### config.mk
export PLATFORM = sky130hd
export DESIGN_NAME = fan_pwm_rate_overtemp_cfg
export DESIGN_NICKNAME = d
export VERILOG_FILES = /design/src/rtl/fan_cfg_pkg.sv /design/src/rtl/fan_pwm_rate_overtemp_cfg.sv /design/src/rtl/rate_div_table.sv
export SDC_FILE = /design/constraint.sdc
export NUM_CORES = 1
export LEC_CHECK = 0
export ABC_AREA = 1
export BUFFER_PORTS_ARGS = -buffer_cell sky130_fd_sc_hd__buf_2
export CORE_MARGIN = 5
export CORE_UTILIZATION = 45
export DETAILED_ROUTE_END_ITERATION = 8
export GPL_TIMING_DRIVEN = 0
export SLEW_MARGIN = 30
export SYNTH_ARGS = -nofsm -noshare
export SYNTH_HDL_FRONTEND = slang
export SYNTH_SLANG_ARGS = --single-unit
### constraint.sdc
create_clock -name aclk -period 3.5 [get_ports aclk]
set_input_delay 0.7 -clock aclk [delete_from_list [all_inputs] [get_ports aclk]]
set_output_delay 0.7 -clock aclk [all_outputs]
set_load 0.005 [all_outputs]
### src/rtl/fan_cfg_pkg.sv
// Package of offsets, field positions, reset values and timing counts
// for the fan channel rate, slope and over-temperature configuration.
// Assumes a 50 MHz aclk and 32-bit AXI4-Lite register access.
package fan_cfg_pkg;
	localparam int NUM_CH = 3;
	localparam logic [7:0] OFS_CH0 = 8'h00;
	localparam logic [7:0] OFS_LOCK = 8'h0C;
	localparam logic [7:0] OFS_ISTAT = 8'h10;
	localparam logic [7:0] OFS_IMASK = 8'h14;
	localparam logic [7:0] OFS_PINSTAT = 8'h18;
	localparam logic [7:0] OFS_DIV0 = 8'h20;
	localparam int RATE_LSB = 0;
	localparam int RATE_W = 3;
	localparam int DRIVE_BIT = 3;
	localparam int SLOPE_LSB = 4;
	localparam int SLOPE_W = 4;
	localparam logic [7:0] CH_RESET = 8'hC4;
	localparam int CLK_HZ = 50_000_000;
	localparam int RATE0_MHZ = 11_000;
	localparam int PWM_STEPS = 256;
	localparam int DIV0_CYCLES = CLK_HZ / (RATE0_MHZ * PWM_STEPS / 1000);
	localparam logic [23:0] DIV_RESET = 24'(DIV0_CYCLES);
	localparam logic [1:0] RESP_OKAY = 2'h0;
	localparam logic [1:0] RESP_SLVERR = 2'h2;
	localparam logic [8:0] HYST_QUARTER = 9'h001;
endpackage : fan_cfg_pkg

### src/rtl/fan_pwm_rate_overtemp_cfg.sv
// Per-channel slope, PWM rate and over-temperature pin configuration.
// Assumes temperatures arrive in quarter degrees, synchronous to aclk.
`timescale 1ns/1ps
`default_nettype none
module fan_pwm_rate_overtemp_cfg #(
	parameter int N = fan_cfg_pkg::NUM_CH
) (
	input wire logic aclk,
	input wire logic aresetn,
	input wire logic [7:0] s_axi_awaddr,
	input wire logic s_axi_awvalid,
	output logic s_axi_awready,
	input wire logic [31:0] s_axi_wdata,
	input wire logic [3:0] s_axi_wstrb,
	input wire logic s_axi_wvalid,
	output logic s_axi_wready,
	output logic [1:0] s_axi_bresp,
	output logic s_axi_bvalid,
	input wire logic s_axi_bready,
	input wire logic [7:0] s_axi_araddr,
	input wire logic s_axi_arvalid,
	output logic s_axi_arready,
	output logic [31:0] s_axi_rdata,
	output logic [1:0] s_axi_rresp,
	output logic s_axi_rvalid,
	input wire logic s_axi_rready,
	input wire logic monitor_cycle_done,
	input wire logic [N*9-1:0] temp_quarter,
	input wire logic [N*9-1:0] limit_quarter,
	input wire logic overtemp_signal_pin_i,
	output logic overtemp_signal_pin_o,
	output logic overtemp_signal_pin_oe,
	output logic [N-1:0] pwm_tick,
	output logic [N*4-1:0] duty_temperature_slope,
	output logic irq
);
	import fan_cfg_pkg::*;

	logic [7:0] ch_q [N];
	logic lock_q;
	logic [1:0] istat_q;
	logic [1:0] imask_q;
	logic [7:0] aw_q;
	logic aw_have_q;
	logic [31:0] w_q;
	logic [3:0] ws_q;
	logic w_have_q;
	logic [N-1:0] hot_q;
	logic [N-1:0] held_q;
	logic pin_m_q;
	logic pin_s_q;
	logic pin_s_d_q;
	logic [23:0] cnt_q [N];
	logic [1:0] sel_q;
	logic [23:0] div_rd;
	logic [23:0] div_cur_q [N];

	wire do_write = aw_have_q && w_have_q && !s_axi_bvalid;
	wire [5:0] wr_idx = aw_q[7:2];
	wire wr_div = do_write && aw_q[7:5] == OFS_DIV0[7:5];
	wire wr_lock = do_write && aw_q == OFS_LOCK;
	wire wr_istat = do_write && aw_q == OFS_ISTAT;
	wire wr_imask = do_write && aw_q == OFS_IMASK;
	wire rd_take = s_axi_arvalid && s_axi_arready;
	logic [N-1:0] drive_en;
	wire any_drive = |(hot_q & drive_en);
	wire pin_fall = pin_s_d_q && !pin_s_q;
	wire [1:0] ev = {pin_fall, any_drive && !overtemp_signal_pin_oe};
	logic wr_hit;
	logic rd_hit;
	logic [31:0] rd_val;

	always_comb begin
		wr_hit = wr_div || wr_lock || wr_istat || wr_imask;
		rd_hit = s_axi_araddr == OFS_LOCK || s_axi_araddr == OFS_ISTAT
			|| s_axi_araddr == OFS_IMASK || s_axi_araddr == OFS_PINSTAT;
		rd_val = 32'h00000000;
		for (int c = 0; c < N; c++) begin
			if (do_write && wr_idx == 6'(c)) begin
				wr_hit = 1'b1;
			end
			if (s_axi_araddr == OFS_CH0 + 8'(4 * c)) begin
				rd_hit = 1'b1;
				rd_val = {24'h000000, ch_q[c]};
			end
		end
		if (s_axi_araddr == OFS_LOCK) begin
			rd_val = {31'h00000000, lock_q};
		end
		if (s_axi_araddr == OFS_ISTAT) begin
			rd_val = {30'h00000000, istat_q};
		end
		if (s_axi_araddr == OFS_IMASK) begin
			rd_val = {30'h00000000, imask_q};
		end
		if (s_axi_araddr == OFS_PINSTAT) begin
			rd_val = {29'h00000000, overtemp_signal_pin_oe, pin_s_q, lock_q};
		end
	end

	// Write address and data are latched separately so either may lead.
	always_ff @(posedge aclk) begin
		if (!aresetn) begin
			aw_have_q <= 1'b0;
			w_have_q <= 1'b0;
			aw_q <= 8'h00;
			w_q <= 32'h00000000;
			ws_q <= 4'h0;
			s_axi_bvalid <= 1'b0;
			s_axi_bresp <= RESP_OKAY;
		end else begin
			if (s_axi_awvalid && s_axi_awready) begin
				aw_have_q <= 1'b1;
				aw_q <= s_axi_awaddr;
			end
			if (s_axi_wvalid && s_axi_wready) begin
				w_have_q <= 1'b1;
				w_q <= s_axi_wdata;
				ws_q <= s_axi_wstrb;
			end
			if (do_write) begin
				aw_have_q <= 1'b0;
				w_have_q <= 1'b0;
				s_axi_bvalid <= 1'b1;
				s_axi_bresp <= wr_hit ? RESP_OKAY : RESP_SLVERR;
			end else if (s_axi_bready) begin
				s_axi_bvalid <= 1'b0;
			end
		end
	end

	always_ff @(posedge aclk) begin
		if (!aresetn) begin
			s_axi_awready <= 1'b0;
			s_axi_wready <= 1'b0;
			s_axi_arready <= 1'b0;
		end else begin
			s_axi_awready <= !aw_have_q && !s_axi_awready && !s_axi_bvalid;
			s_axi_wready <= !w_have_q && !s_axi_wready && !s_axi_bvalid;
			s_axi_arready <= !s_axi_arready && !s_axi_rvalid
				&& s_axi_arvalid;
		end
	end

	always_ff @(posedge aclk) begin
		if (!aresetn) begin
			s_axi_rvalid <= 1'b0;
			s_axi_rdata <= 32'h00000000;
			s_axi_rresp <= RESP_OKAY;
		end else if (rd_take) begin
			s_axi_rvalid <= 1'b1;
			s_axi_rdata <= rd_val;
			s_axi_rresp <= rd_hit ? RESP_OKAY : RESP_SLVERR;
		end else if (s_axi_rready) begin
			s_axi_rvalid <= 1'b0;
		end
	end

	// The lock is one-way; only a reset can open it again.
	always_ff @(posedge aclk) begin
		if (!aresetn) begin
			lock_q <= 1'b0;
			imask_q <= 2'h0;
		end else begin
			if (wr_lock && ws_q[0] && w_q[0]) begin
				lock_q <= 1'b1;
			end
			if (wr_imask && ws_q[0]) begin
				imask_q <= w_q[1:0];
			end
		end
	end

	// New events win over a write-one clear in the same cycle.
	always_ff @(posedge aclk) begin
		if (!aresetn) begin
			istat_q <= 2'h0;
			irq <= 1'b0;
		end else begin
			istat_q <= (istat_q & ~((wr_istat && ws_q[0]) ? w_q[1:0] : 2'h0))
				| ev;
			irq <= |(istat_q & imask_q);
		end
	end

	always_ff @(posedge aclk) begin
		if (!aresetn) begin
			pin_m_q <= 1'b1;
			pin_s_q <= 1'b1;
			pin_s_d_q <= 1'b1;
			overtemp_signal_pin_o <= 1'b0;
			overtemp_signal_pin_oe <= 1'b0;
			sel_q <= 2'h0;
		end else begin
			pin_m_q <= overtemp_signal_pin_i;
			pin_s_q <= pin_m_q;
			pin_s_d_q <= pin_s_q;
			overtemp_signal_pin_o <= 1'b0;
			overtemp_signal_pin_oe <= any_drive;
			sel_q <= (sel_q == 2'(N - 1)) ? 2'h0 : sel_q + 2'h1;
		end
	end

	rate_div_table #(
		.DEPTH(8),
		.WIDTH(24),
		.INIT(DIV_RESET)
	) u_div (
		.aclk(aclk),
		.aresetn(aresetn),
		.we(wr_div && !lock_q),
		.waddr(aw_q[4:2]),
		.wdata(w_q[23:0]),
		.raddr(ch_q[sel_q][RATE_LSB +: RATE_W]),
		.rdata(div_rd)
	);

	logic [1:0] sel_d_q;
	always_ff @(posedge aclk) begin
		if (!aresetn) begin
			sel_d_q <= 2'h0;
		end else begin
			sel_d_q <= sel_q;
		end
	end

	genvar g;
	generate
		for (g = 0; g < N; g++) begin : g_ch
			wire [8:0] t = temp_quarter[g*9 +: 9];
			wire [8:0] l = limit_quarter[g*9 +: 9];
			// One extra bit keeps a limit near full scale from wrapping.
			wire over = {1'b0, t} > {1'b0, l} + 10'(HYST_QUARTER);
			wire at_or_below = t <= l;
			assign drive_en[g] = ch_q[g][DRIVE_BIT];
			always_ff @(posedge aclk) begin
				if (!aresetn) begin
					ch_q[g] <= CH_RESET;
				end else if (do_write && wr_idx == 6'(g) && ws_q[0]
					&& !lock_q) begin
					ch_q[g] <= w_q[7:0];
				end
			end
			// Assertion holds until the next monitoring cycle end, then until the temperature is at or below the limit.
			always_ff @(posedge aclk) begin
				if (!aresetn || !drive_en[g]) begin
					hot_q[g] <= 1'b0;
					held_q[g] <= 1'b0;
				end else if (!hot_q[g]) begin
					hot_q[g] <= over;
					held_q[g] <= 1'b0;
				end else begin
					if (monitor_cycle_done) begin
						held_q[g] <= 1'b1;
					end
					if (held_q[g] && at_or_below) begin
						hot_q[g] <= 1'b0;
					end
				end
			end
			// Divider is reloaded from the table each time its slot comes.
			always_ff @(posedge aclk) begin
				if (!aresetn) begin
					div_cur_q[g] <= DIV_RESET;
					cnt_q[g] <= 24'h000000;
					pwm_tick[g] <= 1'b0;
				end else begin
					if (sel_d_q == 2'(g)) begin
						div_cur_q[g] <= div_rd;
					end
					pwm_tick[g] <= cnt_q[g] == 24'h000000;
					cnt_q[g] <= (cnt_q[g] >= div_cur_q[g] - 24'h000001)
						? 24'h000000 : cnt_q[g] + 24'h000001;
				end
			end
			always_ff @(posedge aclk) begin
				if (!aresetn) begin
					duty_temperature_slope[g*4 +: 4] <= CH_RESET[7:4];
				end else begin
					duty_temperature_slope[g*4 +: 4] <=
						ch_q[g][SLOPE_LSB +: SLOPE_W];
				end
			end
		end
	endgenerate
endmodule : fan_pwm_rate_overtemp_cfg
`default_nettype wire

### src/rtl/rate_div_table.sv
// Small memory holding the PWM clock divider for each rate code.
// Assumes one writer; read data leave through a register.
`timescale 1ns/1ps
`default_nettype none
module rate_div_table #(
	parameter int DEPTH = 8,
	parameter int WIDTH = 24,
	parameter logic [23:0] INIT = 24'h000001
) (
	input wire logic aclk,
	input wire logic aresetn,
	input wire logic we,
	input wire logic [2:0] waddr,
	input wire logic [WIDTH-1:0] wdata,
	input wire logic [2:0] raddr,
	output logic [WIDTH-1:0] rdata
);
	logic [WIDTH-1:0] mem_q [DEPTH];
	always_ff @(posedge aclk) begin
		for (int i = 0; i < DEPTH; i++) begin
			if (!aresetn) begin
				mem_q[i] <= WIDTH'(INIT) << i;
			end else if (we && waddr == 3'(i)) begin
				mem_q[i] <= wdata;
			end
		end
		rdata <= mem_q[raddr];
	end
endmodule : rate_div_table
`default_nettype wire

==> results.toml, run 1 <==
[sta]
finalCritPeriodShare_pct = 91.5
relSlewSlack_pct = 46.2
finalHoldViolCount = 0
rsz0062_at_grt = "false"
tightest_slew_ns = 0.808
setup_viol = 0
report.final.slew_viol_count = 0
holdWs_ns = 0.286
finClkSkew_ns = 0.0280
max_freq_mhz = 312
fin_setup_tns_ns = 0
min_period_ns = 3.20

[grt]
grt_pass1_vias = 18900
grt_pass1_wl_um = 99200
antenna_found_initial = 1
grt_util_all_layers_pct = 20.5
grt_max_degree = 24
grt-ovfl-total = 0

[routing]
wire_per_inst_um = 16.2
met1_length_um = 27300
vias = 19500
dr_wl_met3_um = 3300
via_per_inst = 5.04
first_pass_iters = 5
remaining_drc_errors = 0
met2_length_um = 30600
drtIter0Drc = 1468
drt-total-wl_um = 62400
top_layer = "met4"
ant_nets = 0

[clock_network]
h-tree-depth = 2
cts.sinks = 469
cts_buffers = 51
insertion_delay_ns = 0.60
ctsHoldBuffers = 0
cts_tree = "built"
clk_pin_slew_ns = 0.06
cts-root-buf = "clkbuf_16"
cts_buffer_depth = 3

[synthesis]
ys_top_cells_by_area = "edfxtp_1 35%, dfxtp_1 15%, nor2_1 9.4%, nand2_1 7.7%, ha_1 7.1%"
yosysSeqAreaShare_pct = 50.0
synthFlopType = "edfxtp_1"
yosysMostFrequentCell = "nor2_1"
synth_cells = 2896
ys_warn_count = 0
postSynth.asyncResetShare_pct = 0
synth_top_area_share_pct = 35.3
synth_edf_count = 288
synth_area_leader_cell = "edfxtp_1"
ys_types = 48
synthesis.area_sq_mm = 0.0245
syn_avg_cell_area_sq_um = 8.47
synth_seq_cells = 469
yosys-top-cells-count = "617 x nor2_1, 505 x nand2_1, 307 x inv_1"

[worst_setup_path]
critPathKind = "flop to flop"
crit_required_ns = 3.98
path_max_fanout = 10
cp.arrival_ns = 3.69
crit_path_start_kind = "flop"
endpoint_kind = "flop"

[final_layout]
drive_gt1_share_pct = 11.3
fin_util_pct = 52.7
fillers = 5074
final_cells = 3866
fin_nets = 3381
synthToLayoutAreaGrowth_pct = 15.8

[floorplanning]
core_sq_mm = 0.0539
row_count = 85
die_area_sq_mm = 0.0593
fp.dieH_um = 243
start_util_pct = 45.5
io_pins = 174
die_w_um = 243

[run]
cap_violations = 0

[placed_design]
numPortBuffers = 135
gp_congestion = 0.857
dp_hpwl_um = 48000
dpl.cell_count = 3764

[worst_hold_path]
hp-class = "input pin to flop"

[power_and_ir_drop]
power_uw = 14300
vdd_ir_drop_max_mv = 0.365
power_leakage_uw = 0.0116
powerDensity_mw_per_mm2 = 503

[outcome]
outcome = "complete, no violations"
critical path: stages (launching register included):
cell	delay, ns
edfxtp_1	0.42
inv_2	0.11
ha_1	0.19
inv_1	0.06
nor2_2	0.18
nand3_4	0.13
nor2_4	0.15
nand2_1	0.11
nor2_2	0.14
nand3_1	0.10
xor2_1	0.14
inv_1	0.06
ha_1	0.26
nand4_1	0.11
nor3_2	0.25
nor2b_1	0.18
nand2_1	0.06
nand4_1	0.09
buf_4	0.17
buf_6	0.14
nor2_1	0.05
final timing paths:
path	start	to	slack (ns)	depth (start not counted)
hold reg to reg	pin_m_q	pin_s_q	0.41	1
setup reg to reg	div_cur_q[0][0]	cnt_q[0][3]	0.30	20
setup / recovery	div_cur_q[0][0]	cnt_q[0][3]	0.30	20
hold / removal	overtemp_signal_pin_i	pin_m_q	0.29	2
cell usage in the layout (no fill, tap or decap), drive strengths merged, types with 67 or more instances in the layout:
cell type    n
clkbuf     112
dfxtp      181
a21oi      120
edfxtp     288
nor2       625
nand3       86
xor2        93
buf        218
ha         139
nor3        67
inv        314
o21ai      179
nand2      508
layout make-up:
type | instances | area, sq um | share of cell area [%]
clock buffers | 71 | 1460 | 5.15
well taps | 696 | 871 | 3.07
multi-input cells | 2015 | 10700 | 37.7
inverters | 331 | 1250 | 4.40
diodes | 1 | 2.50 | 0.00881
flip-flops and latches | 469 | 12300 | 43.2
repair buffers | 152 | 998 | 3.52
plain buffers | 107 | 599 | 2.11
clock inverters | 24 | 240 | 0.846
state kept, by name, summed over array words and instances, names as in the netlist, 2 cells and up:
register                count
u_div.mem_q               192
cnt_q                      72
div_cur_q                  72
ch_q                       24
u_div.rdata                24
w_q                        24
duty_temperature_slope     12
aw_q                        8
s_axi_rdata                 8
held_q                      3
hot_q                       3
pwm_tick                    3
imask_q                     2
istat_q                     2
sel_d_q                     2
sel_q                       2
stage by stage:
step,worst slack [ns],instance area [sq um]
floorplan,0.424,24600
global placement,-1.15,26200
detailed placement,-0.254,26600
CTS,0.0494,28300
global route,0.0141,28400
finish,0.296,28400
power breakdown:
| part | internal [uW] | total (uW) | switching, uW | leakage, uW |
|---|---|---|---|---|
| Sequential | 6260 | 6460 | 199 | 0.00415 |
| Clock | 3150 | 5390 | 2240 | 0.000838 |
| Combinational | 750 | 2430 | 1680 | 0.00666 |
layer usage:
| metal | vias to the layer above | track usage (%) |
|---|---|---|
| li1 | 9895 | - |
| met1 | 9002 | 27.4 |
| met2 | 491 | 35.8 |
| met3 | 99 | 2.31 |
| met4 | 0 | 4.96 |
| met5 | - | 0 |
cells by family after synthesis:
| logic type | share of synthesized area (%) |
|---|---|
| buffers and inverters | 7.45 |
| AND/OR/NAND/NOR | 23.4 |
| flip-flops | 50.0 |
| XOR/XNOR | 5.14 |
| AO/OA/AOI/OAI | 6.89 |
| adder cells (fa/ha/maj) | 7.09 |
| other | 0.0153 |
what timing repair did:
action                     4_1_cts  5_1_grt
pin swaps                        1        3
resized for setup                4       19
setup endpoints to repair       20       67
hold endpoints to repair         0        0
gates cloned                     0        0
buffers inserted                 2        4
Note: power is estimated with default switching activity, not from simulation.
==> run 2, diff against run 1 <==
--- a/config.mk
+++ b/config.mk
@@ -11,6 +11,7 @@
 export CORE_UTILIZATION = 45
 export DETAILED_ROUTE_END_ITERATION = 8
 export GPL_TIMING_DRIVEN = 0
+export PLACE_DENSITY = 0.59
 export SLEW_MARGIN = 30
 export SYNTH_ARGS = -nofsm -noshare
 export SYNTH_HDL_FRONTEND = slang
==> run 2 against run 1 <==
Effect of this change:
- worst setup slack worse by 0.0060 ns
- flip-flop and latch count did not move
- global-route usage grew 0.55 points
- combinational power about the same
- register-to-register slack is essentially flat
- via count is 0.34% higher
- wire length increased by 1.3%
- power grew 1.0%
- die area stayed put
- sequential share of layout area barely moved
==> results.toml, run 2 (synthesis gave the netlist of run 1 again) <==
[clock_network]
cts.sinks = 469
cts-root-buf = "clkbuf_16"
cts_buffers = 51
insertion_delay_ns = 0.62
ctsHoldBuffers = 0
clk_pin_slew_ns = 0.06
cts_buffer_depth = 3
h-tree-depth = 2
cts_tree = "built"

[outcome]
outcome = "complete, no violations"

[worst_hold_path]
hp-class = "input pin to flop"

[sta]
fin_setup_tns_ns = 0
finalHoldViolCount = 0
tightest_slew_ns = 0.837
report.final.slew_viol_count = 0
finalCritPeriodShare_pct = 91.7
relSlewSlack_pct = 44.2
setup_ws_ns = 0.290
min_period_ns = 3.21
holdWs_ns = 0.279
finClkSkew_ns = 0.0303
max_freq_mhz = 312
setup_viol = 0
rsz0062_at_grt = "true"

[final_layout]
largest_reg_flops = 192
final_cell_area_sq_mm = 0.0284
fin_nets = 3379
synthToLayoutAreaGrowth_pct = 15.9
drive_gt1_share_pct = 11.1
top_register = "u_div.mem_q"
mostFrequentLayoutCells = "613 x nor2_1, 505 x nand2_1, 307 x inv_1"
top_regs = "u_div.mem_q x192, cnt_q x72, div_cur_q x72"
fin_util_pct = 52.7
layout_commonest_cell = "nor2_1"
num_antenna_cells = 0

[grt]
antenna_found_initial = 0
grt_util_all_layers_pct = 21.0
grt_pass1_vias = 19200
grt_pass1_wl_um = 101000
grt_max_degree = 25
grt-ovfl-total = 0

[worst_setup_path]
endpoint_kind = "flop"
crit_top_cell = "inv_1"
crit_chain = "inv_1, ha_1, inv_1, nor2_4, nand3_4, nor2_4, nand2_1, nor2_2, nand3_1, xor2_1, inv_1, ha_1, nand4_1, nor3_4, nor2b_1, nand2_1, nand4_1, buf_4, clkbuf_4, nor2_1"
worst-path-buf-inv = 5
critPathMaxStageDelay_ns = 0.42
cp.arrival_ns = 3.70
crit_path_start_kind = "flop"
crit_family = "simple AND/OR/NAND/NOR gates"
crit_required_ns = 3.99
path_max_fanout = 10
critPathKind = "flop to flop"
critical-path-slowest-cell = "edfxtp_1"

[floorplanning]
io_pins = 174
start_util_pct = 45.5
core_sq_mm = 0.0539
row_count = 85
fp.dieH_um = 243
die_area_sq_mm = 0.0593
die_w_um = 243

[routing]
remaining_drc_errors = 0
vias = 19600
met2_length_um = 30900
met1_length_um = 27700
first_pass_iters = 5
dr_wl_met3_um = 2760
drt-total-wl_um = 63200
drtIter0Drc = 1276
ant_nets = 0
top_layer = "met4"
via_per_inst = 5.06
wire_per_inst_um = 16.4

[placed_design]
place_area_sq_mm = 0.0266
dp_slack_ns = -0.154
dp_hpwl_um = 48500
gp_congestion = 0.869
numPortBuffers = 135

[power_and_ir_drop]
pwr-share-seq_pct = 44.8
p_switching_uw = 4210
power.share.clock_pct = 38.2
sw_frac_of_total_pct = 29.2
powerDensity_mw_per_mm2 = 507
internal_power_uw = 10200
p_comb_share_pct = 17.1
vdd_ir_drop_max_mv = 0.395
power_leakage_uw = 0.0117

[run]
cap_violations = 0
-- run 2: area by class of cell --
| type | count | area [sq um] |
|---|---|---|
| buffer | 107 | 592 |
| clock buffer | 63 | 1340 |
| clock inverter | 33 | 382 |
| fill | 5095 | 25500 |
| inverter | 331 | 1250 |
| multi-input combinational | 2015 | 10700 |
| sequential | 469 | 12300 |
| tap | 696 | 871 |
| timing repair buffer | 150 | 1010 |
-- run 2: what timing repair did --
item / in CTS / in global routing
pin swaps: 0 / 4
setup buffers: 0 / 4
resized for setup: 2 / 22
setup endpoints to repair: 20 / 68
-- run 2: worst paths after layout --
kind	endpoint	startpoint	cells after the start	slack (ns)
worst max register to register	cnt_q[0][6]	div_cur_q[0][1]	20	0.29
worst max-delay path	cnt_q[0][6]	div_cur_q[0][1]	20	0.29
worst min register to register	pin_s_q	pin_m_q	1	0.41
worst min-delay path	pin_m_q	overtemp_signal_pin_i	2	0.28
-- run 2: per-stage QoR --
step	total power [uW]	cells
after floorplan	8050	2922
after global placement	8910	3753
after detailed placement	9020	3764
after CTS	14500	3860
after global routing	15100	3864
final	14400	3864
-- run 2: worst reg2reg max path, stage by stage (launching register included) --
cell and delay, ns:
edfxtp_1 0.42, inv_1 0.10, ha_1 0.18, inv_1 0.08, nor2_4 0.14, nand3_4 0.11
nor2_4 0.13, nand2_1 0.11, nor2_2 0.13, nand3_1 0.10, xor2_1 0.13, inv_1 0.06
ha_1 0.26, nand4_1 0.16, nor3_4 0.28, nor2b_1 0.16, nand2_1 0.05, nand4_1 0.06
buf_4 0.17, clkbuf_4 0.20, nor2_1 0.05
-- run 2: power groups by stage --
stage | sequential [uW] | combinational, uW | clock [uW]
2_1_floorplan | 6520 | 1530 | 0
3_3_place_gp | 6580 | 2330 | 0
3_5_place_dp | 6580 | 2440 | 0
4_1_cts | 6460 | 2460 | 5630
5_1_grt | 6500 | 2780 | 5830
6_report | 6460 | 2460 | 5510
-- run 2: metal layers --
metal	track usage, %	up-vias
li1	-	9889
met2	36.5	432
met5	0	-
met4	6.51	0
met3	2.41	105
met1	27.8	9128
